--- config.mk ---
export PLATFORM = sky130hd
export DESIGN_NAME = besp_options_regs
export DESIGN_NICKNAME = d
export VERILOG_FILES = /design/src/common/besp_pkg.sv /design/src/logic/besp_options_regs.sv /design/src/logic/besp_attempt_counter.sv
export SDC_FILE = /design/constraint.sdc
export NUM_CORES = 1
export LEC_CHECK = 0
export ABC_CLOCK_PERIOD_IN_PS = 2000
export BUFFER_PORTS_ARGS = -buffer_cell sky130_fd_sc_hd__buf_2
export CORE_MARGIN = 8
export CORE_UTILIZATION = 55
export DETAILED_ROUTE_END_ITERATION = 7
export GPL_TIMING_DRIVEN = 1
export PLACE_DENSITY_LB_ADDON = 0.2
export SLEW_MARGIN = 10
export SYNTH_ARGS = -nofsm -noshare
export SYNTH_HDL_FRONTEND = slang
export SYNTH_SLANG_ARGS = --single-unit
--- constraint.sdc ---
create_clock -name clock -period 2 [get_ports clock]
set_clock_uncertainty 0.15 [all_clocks]
set_input_delay 0.4 -clock clock [delete_from_list [all_inputs] [get_ports clock]]
set_output_delay 0.4 -clock clock [all_outputs]
set_load 0.02 [all_outputs]
--- src/common/besp_pkg.sv ---
// Shared constants for the bridge error-status and port-option register block.
// Assumes a 32-bit configuration access port decoded from primary-bus config cycles.
`default_nettype none

package besp_pkg;

  // ----------------------------------------------------------------
  // Register map (byte offsets of aligned dwords)
  // ----------------------------------------------------------------
  localparam logic [7:0]  SERR_STATUS_OFFSET  = 8'h68;
  localparam logic [7:0]  PORT_OPTION_OFFSET  = 8'h74;

  // Status field sits in byte lane 2 of its dword (bits 23:16)
  localparam int          STATUS_LSB          = 16;
  localparam int          STATUS_WIDTH        = 8;
  localparam logic [7:0]  STATUS_RESET        = 8'h00;

  // Status bit indices inside the 8-bit field
  localparam int          EVT_ADDR_PARITY     = 0;
  localparam int          EVT_POSTED_PARITY   = 1;
  localparam int          EVT_POSTED_UNDELIV  = 2;
  localparam int          EVT_POSTED_TABORT   = 3;
  localparam int          EVT_POSTED_MABORT   = 4;
  localparam int          EVT_DWRITE_UNDELIV  = 5;
  localparam int          EVT_DREAD_NODATA    = 6;
  localparam int          EVT_MASTER_TIMEOUT  = 7;

  // Port option field positions
  localparam int          OPT_PRI_READ_ALIAS  = 1;
  localparam int          OPT_PRI_WRITE_ALIAS = 2;
  localparam int          OPT_SEC_READ_ALIAS  = 3;
  localparam int          OPT_SEC_WRITE_ALIAS = 4;
  localparam int          OPT_PRI_MWI_DISC    = 7;
  localparam int          OPT_SEC_MWI_DISC    = 8;
  localparam int          OPT_LONG_LOCK_REQ   = 9;
  localparam int          OPT_SEC_HOLD_REQ    = 10;
  localparam int          OPT_PRI_HOLD_REQ    = 11;
  localparam logic [15:0] OPT_WRITABLE_MASK   = 16'h0f9e;
  localparam logic [15:0] OPT_RESET           = 16'h0c00;

  // Bus command encodings
  localparam logic [3:0]  PLAIN_MEMORY_READ_CMD       = 4'h6;
  localparam logic [3:0]  PLAIN_MEMORY_WRITE_CMD      = 4'h7;
  localparam logic [3:0]  MEMORY_READ_MULTIPLE_CMD    = 4'hc;
  localparam logic [3:0]  MEMORY_READ_LINE_CMD        = 4'he;
  localparam logic [3:0]  MEMORY_WRITE_INVALIDATE_CMD = 4'hf;

  // Attempt and clock limits (counts of PCI clocks / attempts)
  localparam logic [31:0] RETRY_LIMIT_RESET    = 32'h0100_0000;
  localparam logic [15:0] MASTER_TIMEOUT_RESET = 16'h8000;

  // Port index in two-element arrays
  localparam int          PORT_PRI            = 0;
  localparam int          PORT_SEC            = 1;

  typedef enum logic {REQ_IDLE, REQ_ACTIVE} besp_req_state_t;

endpackage

`default_nettype wire

--- src/logic/besp_options_regs.sv ---
// System-error cause status and port option registers of a two-port bridge.
// Assumes config cycles arrive already decoded as single-cycle dword accesses,
// and that all bus-side event inputs are synchronous to the PCI clock.
//
// Behaviour
// - Address parity error on either bus that drove system error sets status bit 16.
// - Posted write data parity error on target bus sets status bit 17.
// - Posted write undelivered after retry limit sets status bit 18.
// - Target abort while forwarding posted write sets status bit 19.
// - Master abort while forwarding posted write sets status bit 20.
// - Delayed write undelivered after retry limit sets status bit 21.
// - Delayed read with no data after retry limit sets status bit 22.
// - Initiator not retrying before master timeout sets status bit 23.
// - Option bits 0, 6:5 and 15:12 read zero and reset zero.
// - Bit 1 lets primary line/multiple read retries match a queued plain read.
// - Bit 2 lets primary invalidate-write retries match a queued plain write.
// - Bit 3 lets secondary line/multiple read retries match a queued plain read.
// - Bit 4 lets secondary invalidate-write retries match a queued plain write.
// - Bit 7 clear converts primary invalidate-writes; set disconnects at line boundary.
// - Bit 8 does the same for secondary invalidate-writes.
// - Bit 9 enables long bus requests for locked cycles.
// - Bit 10 (reset one) holds secondary request until buffer empty or termination.
// - Bit 11 (reset one) holds primary request until buffer empty or termination.
// - Retry timeout reported after the retry limit, default two to the 24.
// - Delayed transaction master timeout after two to the 15 clocks.
`default_nettype none

module besp_options_regs #(
  parameter logic [31:0] RETRY_LIMIT    = besp_pkg::RETRY_LIMIT_RESET,
  parameter logic [15:0] MASTER_TIMEOUT = besp_pkg::MASTER_TIMEOUT_RESET
) (
  // Clock and reset
  input  wire logic        clock,
  input  wire logic        rst,
  // Configuration access
  input  wire logic        cfgWrite,
  input  wire logic        cfgRead,
  input  wire logic [7:0]  cfgAddr,
  input  wire logic [3:0]  cfgByteEn,
  input  wire logic [31:0] cfgWriteData,
  output logic [31:0]      cfgReadData,
  output logic             cfgReadValid,
  // System error reporting
  input  wire logic        serrEnable,
  input  wire logic [7:0]  eventDisable,
  input  wire logic        addrParityErr,
  input  wire logic        postedParityErr,
  input  wire logic        postedTargetAbort,
  input  wire logic        postedMasterAbort,
  output logic             systemErrorOutN,
  // Retry and timeout tracking
  input  wire logic        postedPending,
  input  wire logic        postedAttempt,
  input  wire logic        delayedWritePending,
  input  wire logic        delayedWriteAttempt,
  input  wire logic        delayedReadPending,
  input  wire logic        delayedReadAttempt,
  input  wire logic        delayedQueuedWait,
  // Retry command matching, index 0 primary, 1 secondary
  input  wire logic [3:0]  retryCmd [2],
  input  wire logic [3:0]  queuedCmd [2],
  output logic [1:0]       cmdMatch,
  // Invalidate-write forwarding
  input  wire logic [3:0]  acceptedCmd [2],
  output logic [3:0]       forwardCmd [2],
  output logic [1:0]       lineDisconnect,
  // Request control
  input  wire logic        lockCycle,
  output logic             longLockRequest,
  input  wire logic [1:0]  masterWant,
  input  wire logic [1:0]  frameSeen,
  input  wire logic [1:0]  bufferEmpty,
  input  wire logic [1:0]  targetTerm,
  output logic [1:0]       masterRequest
);

  // ----------------------------------------------------------------
  // Retry and timeout counters
  // ----------------------------------------------------------------
  logic postedExpired;
  logic dWriteExpired;
  logic dReadExpired;
  logic timeoutExpired;

  besp_attempt_counter #(.WIDTH(32)) u_posted_retry (
    .clock   (clock),
    .rst     (rst),
    .active  (postedPending),
    .tick    (postedAttempt),
    .limit   (RETRY_LIMIT),
    .expired (postedExpired)
  );

  besp_attempt_counter #(.WIDTH(32)) u_dwrite_retry (
    .clock   (clock),
    .rst     (rst),
    .active  (delayedWritePending),
    .tick    (delayedWriteAttempt),
    .limit   (RETRY_LIMIT),
    .expired (dWriteExpired)
  );

  besp_attempt_counter #(.WIDTH(32)) u_dread_retry (
    .clock   (clock),
    .rst     (rst),
    .active  (delayedReadPending),
    .tick    (delayedReadAttempt),
    .limit   (RETRY_LIMIT),
    .expired (dReadExpired)
  );

  // Wait is counted in clocks, so the tick is always on
  besp_attempt_counter #(.WIDTH(16)) u_master_timeout (
    .clock   (clock),
    .rst     (rst),
    .active  (delayedQueuedWait),
    .tick    (1'b1),
    .limit   (MASTER_TIMEOUT),
    .expired (timeoutExpired)
  );

  // ----------------------------------------------------------------
  // System error events and status
  // ----------------------------------------------------------------
  logic [7:0]  rawEvent;
  logic [7:0]  liveEvent;
  logic [7:0]  status_reg;
  logic [7:0]  status_next;
  logic        serrN_reg;
  logic        serrN_next;
  logic [15:0] option_reg;
  logic [15:0] option_next;
  logic        statusHit;
  logic        optionHit;

  // Event vector in status-bit order
  always_comb
  begin
    rawEvent = '0;
    rawEvent[besp_pkg::EVT_ADDR_PARITY]    = addrParityErr;
    rawEvent[besp_pkg::EVT_POSTED_PARITY]  = postedParityErr;
    rawEvent[besp_pkg::EVT_POSTED_UNDELIV] = postedExpired;
    rawEvent[besp_pkg::EVT_POSTED_TABORT]  = postedTargetAbort;
    rawEvent[besp_pkg::EVT_POSTED_MABORT]  = postedMasterAbort;
    rawEvent[besp_pkg::EVT_DWRITE_UNDELIV] = dWriteExpired;
    rawEvent[besp_pkg::EVT_DREAD_NODATA]   = dReadExpired;
    rawEvent[besp_pkg::EVT_MASTER_TIMEOUT] = timeoutExpired;
  end

  // Only events that reach the error pin may leave a trace in status
  assign liveEvent = rawEvent & ~eventDisable & {8{serrEnable}};

  assign statusHit = cfgAddr == besp_pkg::SERR_STATUS_OFFSET;
  assign optionHit = cfgAddr == besp_pkg::PORT_OPTION_OFFSET;

  // Set beats a write-one clear in the same cycle so no event is lost
  always_comb
  begin
    status_next = status_reg;
    if (cfgWrite && statusHit && cfgByteEn[2])
    begin
      status_next = status_next & ~cfgWriteData[23:16];
    end
    status_next = status_next | liveEvent;
    serrN_next  = ~|liveEvent;
  end

  // Reserved option bits are masked off so they cannot be written
  always_comb
  begin
    option_next = option_reg;
    if (cfgWrite && optionHit)
    begin
      if (cfgByteEn[0])
      begin
        option_next[7:0] = cfgWriteData[7:0];
      end
      if (cfgByteEn[1])
      begin
        option_next[15:8] = cfgWriteData[15:8];
      end
    end
    option_next = option_next & besp_pkg::OPT_WRITABLE_MASK;
  end

  // Status, option and error pin registers
  always_ff @(posedge clock)
  begin
    if (rst)
    begin
      status_reg <= besp_pkg::STATUS_RESET;
      option_reg <= besp_pkg::OPT_RESET;
      serrN_reg  <= 1'b1;
    end
    else
    begin
      status_reg <= status_next;
      option_reg <= option_next;
      serrN_reg  <= serrN_next;
    end
  end

  assign systemErrorOutN = serrN_reg;

  // ----------------------------------------------------------------
  // Read path
  // ----------------------------------------------------------------
  logic [31:0] rdata_reg;
  logic [31:0] rdata_next;
  logic        rvalid_reg;
  logic        rvalid_next;

  // Unmapped and out-of-scope lanes read as zero
  always_comb
  begin
    rdata_next  = '0;
    rvalid_next = cfgRead;
    if (cfgRead && statusHit)
    begin
      rdata_next[23:16] = status_reg;
    end
    else if (cfgRead && optionHit)
    begin
      rdata_next[15:0] = option_reg;
    end
  end

  always_ff @(posedge clock)
  begin
    if (rst)
    begin
      rdata_reg  <= '0;
      rvalid_reg <= 1'b0;
    end
    else
    begin
      rdata_reg  <= rdata_next;
      rvalid_reg <= rvalid_next;
    end
  end

  assign cfgReadData  = rdata_reg;
  assign cfgReadValid = rvalid_reg;

  // ----------------------------------------------------------------
  // Command aliasing and invalidate-write forwarding
  // ----------------------------------------------------------------
  logic [1:0] readAlias;
  logic [1:0] writeAlias;
  logic [1:0] mwiDisc;
  logic [1:0] match_next;
  logic [1:0] match_reg;
  logic [3:0] fwd_next [2];
  logic [3:0] fwd_reg [2];
  logic [1:0] disc_next;
  logic [1:0] disc_reg;

  assign readAlias  = {option_reg[besp_pkg::OPT_SEC_READ_ALIAS],
                       option_reg[besp_pkg::OPT_PRI_READ_ALIAS]};
  assign writeAlias = {option_reg[besp_pkg::OPT_SEC_WRITE_ALIAS],
                       option_reg[besp_pkg::OPT_PRI_WRITE_ALIAS]};
  assign mwiDisc    = {option_reg[besp_pkg::OPT_SEC_MWI_DISC],
                       option_reg[besp_pkg::OPT_PRI_MWI_DISC]};

  // Exact match always counts; aliases only widen it when enabled
  always_comb
  begin
    for (int p = 0; p < 2; p++)
    begin
      match_next[p] = retryCmd[p] == queuedCmd[p];
      if (readAlias[p] && queuedCmd[p] == besp_pkg::PLAIN_MEMORY_READ_CMD &&
          (retryCmd[p] == besp_pkg::MEMORY_READ_LINE_CMD ||
           retryCmd[p] == besp_pkg::MEMORY_READ_MULTIPLE_CMD))
      begin
        match_next[p] = 1'b1;
      end
      if (writeAlias[p] && queuedCmd[p] == besp_pkg::PLAIN_MEMORY_WRITE_CMD &&
          retryCmd[p] == besp_pkg::MEMORY_WRITE_INVALIDATE_CMD)
      begin
        match_next[p] = 1'b1;
      end
      fwd_next[p]  = acceptedCmd[p];
      disc_next[p] = 1'b0;
      if (acceptedCmd[p] == besp_pkg::MEMORY_WRITE_INVALIDATE_CMD)
      begin
        if (mwiDisc[p])
        begin
          disc_next[p] = 1'b1;
        end
        else
        begin
          fwd_next[p] = besp_pkg::PLAIN_MEMORY_WRITE_CMD;
        end
      end
    end
  end

  always_ff @(posedge clock)
  begin
    if (rst)
    begin
      match_reg <= '0;
      disc_reg  <= '0;
      fwd_reg   <= '{default: '0};
    end
    else
    begin
      match_reg <= match_next;
      disc_reg  <= disc_next;
      fwd_reg   <= fwd_next;
    end
  end

  assign cmdMatch       = match_reg;
  assign forwardCmd     = fwd_reg;
  assign lineDisconnect = disc_reg;

  // ----------------------------------------------------------------
  // Bus request control of the internal masters
  // ----------------------------------------------------------------
  besp_pkg::besp_req_state_t reqState_reg [2];
  besp_pkg::besp_req_state_t reqState_next [2];
  logic [1:0] holdReq;
  logic       longLock_reg;
  logic       longLock_next;

  assign holdReq = {option_reg[besp_pkg::OPT_SEC_HOLD_REQ],
                    option_reg[besp_pkg::OPT_PRI_HOLD_REQ]};

  // Holding trades bus fairness for fewer re-arbitrations on bursts
  always_comb
  begin
    for (int p = 0; p < 2; p++)
    begin
      reqState_next[p] = reqState_reg[p];
      case (reqState_reg[p])
        besp_pkg::REQ_IDLE:
        begin
          if (masterWant[p])
          begin
            reqState_next[p] = besp_pkg::REQ_ACTIVE;
          end
        end
        besp_pkg::REQ_ACTIVE:
        begin
          if (holdReq[p])
          begin
            if (bufferEmpty[p] || targetTerm[p])
            begin
              reqState_next[p] = besp_pkg::REQ_IDLE;
            end
          end
          else if (frameSeen[p])
          begin
            reqState_next[p] = besp_pkg::REQ_IDLE;
          end
        end
        default:
        begin
          reqState_next[p] = besp_pkg::REQ_IDLE;
        end
      endcase
    end
    longLock_next = lockCycle & option_reg[besp_pkg::OPT_LONG_LOCK_REQ];
  end

  always_ff @(posedge clock)
  begin
    if (rst)
    begin
      reqState_reg <= '{default: besp_pkg::REQ_IDLE};
      longLock_reg <= 1'b0;
    end
    else
    begin
      reqState_reg <= reqState_next;
      longLock_reg <= longLock_next;
    end
  end

  always_comb
  begin
    for (int p = 0; p < 2; p++)
    begin
      masterRequest[p] = reqState_reg[p] == besp_pkg::REQ_ACTIVE;
    end
  end

  assign longLockRequest = longLock_reg;

  // ----------------------------------------------------------------
  // Checks
  // ----------------------------------------------------------------
  a_addr_parity_set: assert property (@(posedge clock) disable iff (rst)
    addrParityErr && serrEnable && !eventDisable[0] |=> status_reg[0] && !systemErrorOutN)
    else $error("address parity event did not set status");

  a_posted_parity_set: assert property (@(posedge clock) disable iff (rst)
    postedParityErr && serrEnable && !eventDisable[1] |=> status_reg[1])
    else $error("posted parity event did not set status");

  a_tabort_set: assert property (@(posedge clock) disable iff (rst)
    postedTargetAbort && serrEnable && !eventDisable[3] |=> status_reg[3])
    else $error("target abort event did not set status");

  a_mabort_set: assert property (@(posedge clock) disable iff (rst)
    postedMasterAbort && serrEnable && !eventDisable[4] |=> status_reg[4])
    else $error("master abort event did not set status");

  a_status_cause: assert property (@(posedge clock) disable iff (rst)
    !$stable(status_reg) && (status_reg & ~$past(status_reg)) != '0 |-> !systemErrorOutN)
    else $error("status bit rose without system error");

  a_masked_quiet: assert property (@(posedge clock) disable iff (rst)
    !serrEnable |=> systemErrorOutN)
    else $error("system error driven while disabled");

  a_reserved_zero: assert property (@(posedge clock) disable iff (rst)
    cfgRead && optionHit |=> cfgReadValid && cfgReadData[15:12] == 4'h0
      && cfgReadData[6:5] == 2'b00 && !cfgReadData[0])
    else $error("reserved option bits read nonzero");

  a_w1c_clear: assert property (@(posedge clock) disable iff (rst)
    cfgWrite && statusHit && cfgByteEn[2] && cfgWriteData[16] && !liveEvent[0]
      |=> !status_reg[0])
    else $error("write one did not clear status bit");

  a_mwi_convert: assert property (@(posedge clock) disable iff (rst)
    acceptedCmd[0] == besp_pkg::MEMORY_WRITE_INVALIDATE_CMD && !mwiDisc[0]
      |=> forwardCmd[0] == besp_pkg::PLAIN_MEMORY_WRITE_CMD && !lineDisconnect[0])
    else $error("primary invalidate write not converted");

  a_read_alias: assert property (@(posedge clock) disable iff (rst)
    queuedCmd[0] == besp_pkg::PLAIN_MEMORY_READ_CMD
      && retryCmd[0] == besp_pkg::MEMORY_READ_LINE_CMD |=> cmdMatch[0] == $past(readAlias[0]))
    else $error("primary read alias mismatch");

  a_hold_release: assert property (@(posedge clock) disable iff (rst)
    masterRequest[0] && holdReq[0] && !bufferEmpty[0] && !targetTerm[0] |=> masterRequest[0])
    else $error("primary request dropped while holding");

  a_long_lock: assert property (@(posedge clock) disable iff (rst)
    lockCycle |=> longLockRequest == $past(option_reg[besp_pkg::OPT_LONG_LOCK_REQ]))
    else $error("long lock request wrong");

endmodule

`default_nettype wire

--- src/logic/besp_attempt_counter.sv ---
// Counts ticks while a transaction is outstanding and pulses for one cycle every time the count reaches the limit.
// Assumes active and tick come from logic on the same clock.
`default_nettype none

module besp_attempt_counter #(
  parameter int WIDTH = 32
) (
  // Clock and reset
  input  wire logic             clock,
  input  wire logic             rst,
  // Counting control
  input  wire logic             active,
  input  wire logic             tick,
  input  wire logic [WIDTH-1:0] limit,
  // Result
  output logic                  expired
);

  logic [WIDTH-1:0] count_reg;
  logic [WIDTH-1:0] count_next;
  logic             expired_reg;
  logic             expired_next;

  // Count restarts whenever the transaction retires; a zero limit never fires
  always_comb
  begin
    count_next   = count_reg;
    expired_next = 1'b0;
    if (!active)
    begin
      count_next = '0;
    end
    else if (tick && limit != '0)
    begin
      if (count_reg == limit - WIDTH'(1))
      begin
        expired_next = 1'b1;
        count_next   = '0;
      end
      else
      begin
        count_next = count_reg + WIDTH'(1);
      end
    end
  end

  // Register stage
  always_ff @(posedge clock)
  begin
    if (rst)
    begin
      count_reg   <= '0;
      expired_reg <= 1'b0;
    end
    else
    begin
      count_reg   <= count_next;
      expired_reg <= expired_next;
    end
  end

  assign expired = expired_reg;

endmodule

`default_nettype wire

# Yosys cells after proc, flatten, opt, wreduce, memory -nomap -nowiden
# Index checks and enable logic that the tools add are counted.
op_classes:
  n_addsub: 4
  reduce_logical: 33
  bitwise: 20
  n_eq_ne: 20
  muxes: 28
op_table:
  columns: ["cell", "count"]
  rows:
  - ["32-bit by 1-bit adder with 32-bit output, second input constant", 3]
  - ["32-bit by 24-bit == test with 1-bit output, second input constant", 3]
  - ["32-bit 2-to-1 mux", 3]
  - ["4-bit == test, second input constant", 8]
  - ["8-bit AND", 3]
  - ["1-bit 2-to-1 mux", 18]
  - ["16-bit by 1-bit adder with 16-bit output, second input constant", 1]
  - ["16-bit by 15-bit == test with 1-bit output, second input constant", 1]
  - ["4-bit by 3-bit == test with 1-bit output, second input constant", 4]
  - ["8-bit by 7-bit == test with 1-bit output, second input constant", 2]
  - ["4-bit 2-to-1 mux", 4]
  - ["8-bit NOT", 2]
  - ["3-bit OR reduction", 5]
  - ["2-bit OR reduction", 7]
  - ["1-bit logical AND", 13]
  - ["1-bit NOT", 13]
  - ["4-bit == test", 2]
  - ["8-bit 2-to-1 mux", 1]
  - ["8-bit OR", 1]
  - ["8-bit OR reduction", 1]
  - ["1-bit logical OR", 4]
  - ["1-bit case mux with 2 select lines", 2]
  - ["2-bit AND reduction", 2]
  - ["1-bit AND", 1]
  - ["1-bit zero test", 1]
word_totals:
  elab_cells: 130
  ff_bits: 189
  output_inout_bits: 49
  input_bits: 101

# Logic depth before layout (Yosys ltp)
logic_depth:
  ltp_word: 5
  ltp_mapped: 8
  ltp_nobuf: 6

# Hierarchy
# From an unflattened synthesis, not the netlist that was laid out.
unflattened:
  cells_unflattened: 1409
  area_unflattened_um2: 11572.3
by_module_without_submodules:
  columns: ["mod", "area_per_inst_um2", "cells_per_inst", "seq_area_each_um2", "n_inst"]
  rows:
  - ["besp_attempt_counter at u_dread_retry ...", 2695.1, 335, 660.6, 3]
  - ["besp_options_regs", 2089.5, 215, 1021.0, 1]
  - ["besp_attempt_counter at u_master_timeout", 1397.6, 189, 340.3, 1]

# Least setup slack after synthesis
# OpenSTA, ideal clock, no wires.
synth_timing:
  kind: "input-to-reg"
  startpoint: "in cfgAddr[1]"
  endpoint: "reg option_reg[10]"
  n_path_buf: 0
  setup_time_ns: 0.120
  t_required_ns: 1.730
  setup_slack_ns: 0.143
  stages: 4
  arrival_ns: 1.588
  path_cell_list: "or4b_4 nor3_4 nand2_2 a211o_1"
synth_between:
  elab_chain_len: 3
synth_rtl:
  columns: ["item", "line", "rtl"]
  rows:
  - ["start, declared", "besp_options_regs.sv:38", "input wire logic [7:0] cfgAddr,"]
  - ["8-bit by 7-bit == test with 1-bit output", "besp_options_regs.sv:154", "assign optionHit = cfgAddr == besp_pkg::PORT_OPTION_OFFSET;"]
  - ["1-bit logical AND", "besp_options_regs.sv:172", "if (cfgWrite && optionHit)"]
  - ["2-bit AND reduction (no source line)", null, null]
  - ["end signal, assigned", "besp_options_regs.sv:192", "option_reg <= besp_pkg::OPT_RESET;"]
  - ["end signal, assigned", "besp_options_regs.sv:198", "option_reg <= option_next;"]
  - ["end, declared", "besp_options_regs.sv:131", "logic [15:0] option_reg;"]
# No other way between the ends.
# A chain may end at the register's enable or synchronous reset.

# Worst setup path in the final report
layout_timing:
  startpoint: "reg u_dwrite_retry.count_reg[0]"
  endpoint: "reg u_dwrite_retry.count_reg[18]"
layout_between:
  elab_chain_len: 2
  word_cells_on_any_way: 3
  classes_between: "1 x add/sub; 1 x eq/ne; 1 x mux"
layout_rtl:
  columns: ["item", "line", "rtl"]
  rows:
  - ["start, declared", "besp_attempt_counter.sv:19", "logic [WIDTH-1:0] count_reg;"]
  - ["start signal, assigned", "besp_attempt_counter.sv:57", "count_reg <= count_next;"]
  - ["32-bit by 1-bit adder with 32-bit output / 32-bit by 24-bit == test with 1-bit output (equally long branches)", "besp_attempt_counter.sv:42, besp_attempt_counter.sv:35", null]
  - ["32-bit 2-to-1 mux (*)", "besp_attempt_counter.sv:35", "if (count_reg == limit - WIDTH'(1))"]
# Every way passes the cells marked *; elsewhere a longest branch is shown, timed or not.

==> qor.txt <==
GPL Wtd Cong: 0.834
CP Class: register to register
max incr delay on CP: 390 ps
synth unique cells: 54
post-synth top area share: 0.456
Hold Crit Class: input pin to register
initial antenna violation count: 0
Peak VDD IR: 0.000525 V
met1 Track Usage GR: 0.236
Inserted Diodes: 0
post-synthesis sequential area ratio: 0.456
CP cell instances: ha_4, nand4_1, buf_4, nor4_4, nand3_1, xor2_1, nor2_1
final slew viol count: 0
non-filler cells, final: 1,153
number of buffers on the longest clock path: 2
Max-Cap Viols: 0
number of global-route vias before repair: 5,786
Mapped Avg Cell Area: 8.99 µm²
CTS tree: yes
IO Port Bufs: 118
initial drt markers: 352
most used flip-flop cell after synthesis: dfxtp_1
number of synthesized flops with an enable pin: 0
die area: 17,300 µm²
DRC: 0
via count: 6,013
PwrDens: 786 nW/µm²
Buffers & Inverters on Critical Path: 1
wire length per cell: 14.1 µm
reg2reg start: u_dwrite_retry.count_reg[0]
CP Max Fanout: 5
NumNets Final: 1,070
CP Launch Type: register
Top delay family on crit path: simple AND/OR/NAND/NOR gates
Starting Density: 0.558
clock-pin slew on the worst setup and hold paths: 60 ps
worst-skew pair later-pin latency: 420 ps
synth top area cells: dfxtp_1, xor2_1, nor2_1
period utilization: 0.958
Critical Path End Type: register
placed cell areas: 8260 µm²
synthesized flop and latch total: 167
Final Setup Violations: 0
Syn Inst Count: 815
clk sinks: 167
grt ovf: 0
Max Freq: 0.522 GHz
Detail Route Antenna Nets: 0
Arr. time, crit path: 2120 ps
Area growth syn-to-layout: 22.0%
row cnt: 42
Die Width: 131 µm
Ys Warns: 0
GRT Total Usage: 0.189
Synth async-reset ratio: 0
core region area: 13,100 µm²
hold_sp: cfgWriteData[9]
DP Cell Count: 1,120
worst endpoint required time: 2200 ps
overall routed net length: 16.3 mm
final cell area excluding filler cells: 8940 µm²
layout cells sized above 1: 0.226
minimum clock period: 1920 ps
cts bufs inserted: 17
commonest non-fill, non-tap cell in the layout: dfxtp_1
number of vias per cell: 5.22
HPWL Detailed: 11.9 mm
root buf cell: clkbuf_16
CTS H-tree lvls: 4
largest net degree at the start of global routing: 31
beginning of the critical path: u_dwrite_retry.count_reg[0]
Synth Cell Area: 7330 µm²
met3 Use GR: 0.0511
wire length of the first global-routing pass: 27.2 mm
area leader, netlist: dfxtp_1
die height: 131 µm
First-pass DRT Iterations: 5
RSZ-0062 raised after global routing: yes
Top Usage Layer GRT: met2
Fin. Hold Viols: 0
met2 Resource Use GR: 0.307
status: finished clean
Critical Path Slowest Stage Cell: nor4_4
# IOs: 150
Pleak: 0.00351 µW
Util after Layout: 0.680
most frequent cells in the layout: dfxtp_1, nor2_1, buf_2
==> layer usage <==
metal  share of wire  up-vias
met2            0.47      144
li1                -     3081
met1            0.46     2763
met3           0.051       25
met4           0.017        0
met5               0        -
==> worst paths after layout <==
| path | to | slack, ps | cells after the start |
|---|---|---|---|
| worst max-delay path | u_dwrite_retry.count_reg[18] | 80 | 7 |
| worst min-delay path | option_reg[9] | 60 | 3 |
| worst max register to register | u_dwrite_retry.count_reg[18] | 80 | 7 |
| worst min register to register | cfgReadData[22] | 300 | 1 |
==> cell usage after synthesis, types with 2 or more instances <==
library cell / number
dfxtp_1: 167
nor2_1: 151
xor2_1: 66
nand4_1: 54
nand2_1: 52
nand3_1: 50
xnor2_1: 42
and2_1: 19
and3_1: 19
buf_4: 17
a21oi_1: 16
nor3_1: 16
buf_2: 11
nand3b_1: 11
and4_1: 10
nor2b_1: 10
nor4_1: 10
inv_1: 9
clkbuf_1: 7
mux2i_1: 7
o21ai_0: 5
ha_1: 4
nand2b_1: 4
nand4_2: 4
nand4b_1: 4
nor3b_1: 4
nand2_2: 3
nor3_4: 3
nor4_4: 3
or3_1: 3
or4_1: 3
a211o_1: 2
a211oi_1: 2
a22o_1: 2
a41oi_1: 2
nor2_2: 2
nor4_2: 2
nor4bb_1: 2
or2_1: 2
==> area by class of cell <==
cell class,count,area (µm²)
tap,176,220
fill,1103,4200
clock inverter,10,146
multi-input combinational,617,3820
inverter,9,33.8
clock buffer,21,470
timing repair buffer,153,895
sequential,167,3350
==> repair_timing <==
| item | CTS | global route |
|---|---|---|
| setup buffers | 0 | 2 |
| hold buffers | 0 | 0 |
| hold endpoints to repair | 0 | 0 |
| endpoints found under the setup margin | 0 | 52 |
| resized for setup | 0 | 16 |
==> power breakdown <==
| group | switching, µW | leakage [µW] | total [µW] | internal [µW] |
|---|---|---|---|---|
| Sequential | 14.5 | 0.00135 | 3370 | 3350 |
| Combinational | 181 | 0.00187 | 313 | 132 |
| Clock | 1280 | 0.000288 | 3340 | 2060 |
==> tightest hold or removal path: stages <==
cell and delay, ps:
buf_2 70, mux2i_1 50, nor2_1 70
==> cells by family after synthesis <==
| group | after synthesis | share of synthesized area |
|---|---|---|
| mux | 8 | 0.0111 |
| compound gates | 31 | 0.0253 |
| buf+inv | 45 | 0.0347 |
| xor+xnor | 108 | 0.129 |
| fa+ha+maj | 4 | 0.00683 |
| simple gates | 451 | 0.336 |
| other cells | 1 | 0.000512 |
| flops | 167 | 0.456 |
==> through the flow <==
stage / total power [µW] / setup slack, ps / hold slack [ps] / TNS [ps]
after floorplan: 3620 / 143 / 279 / 0
after global placement: 3750 / -33.1 / 285 / -65.2
after detailed placement: 3750 / -45.6 / 291 / -126
after CTS: 7080 / 12.8 / 43.5 / 0
after global routing: 7250 / -79.6 / 53.6 / -135
final: 7020 / 84.9 / 62.8 / 0
Note: power is estimated with default switching activity, not from simulation.
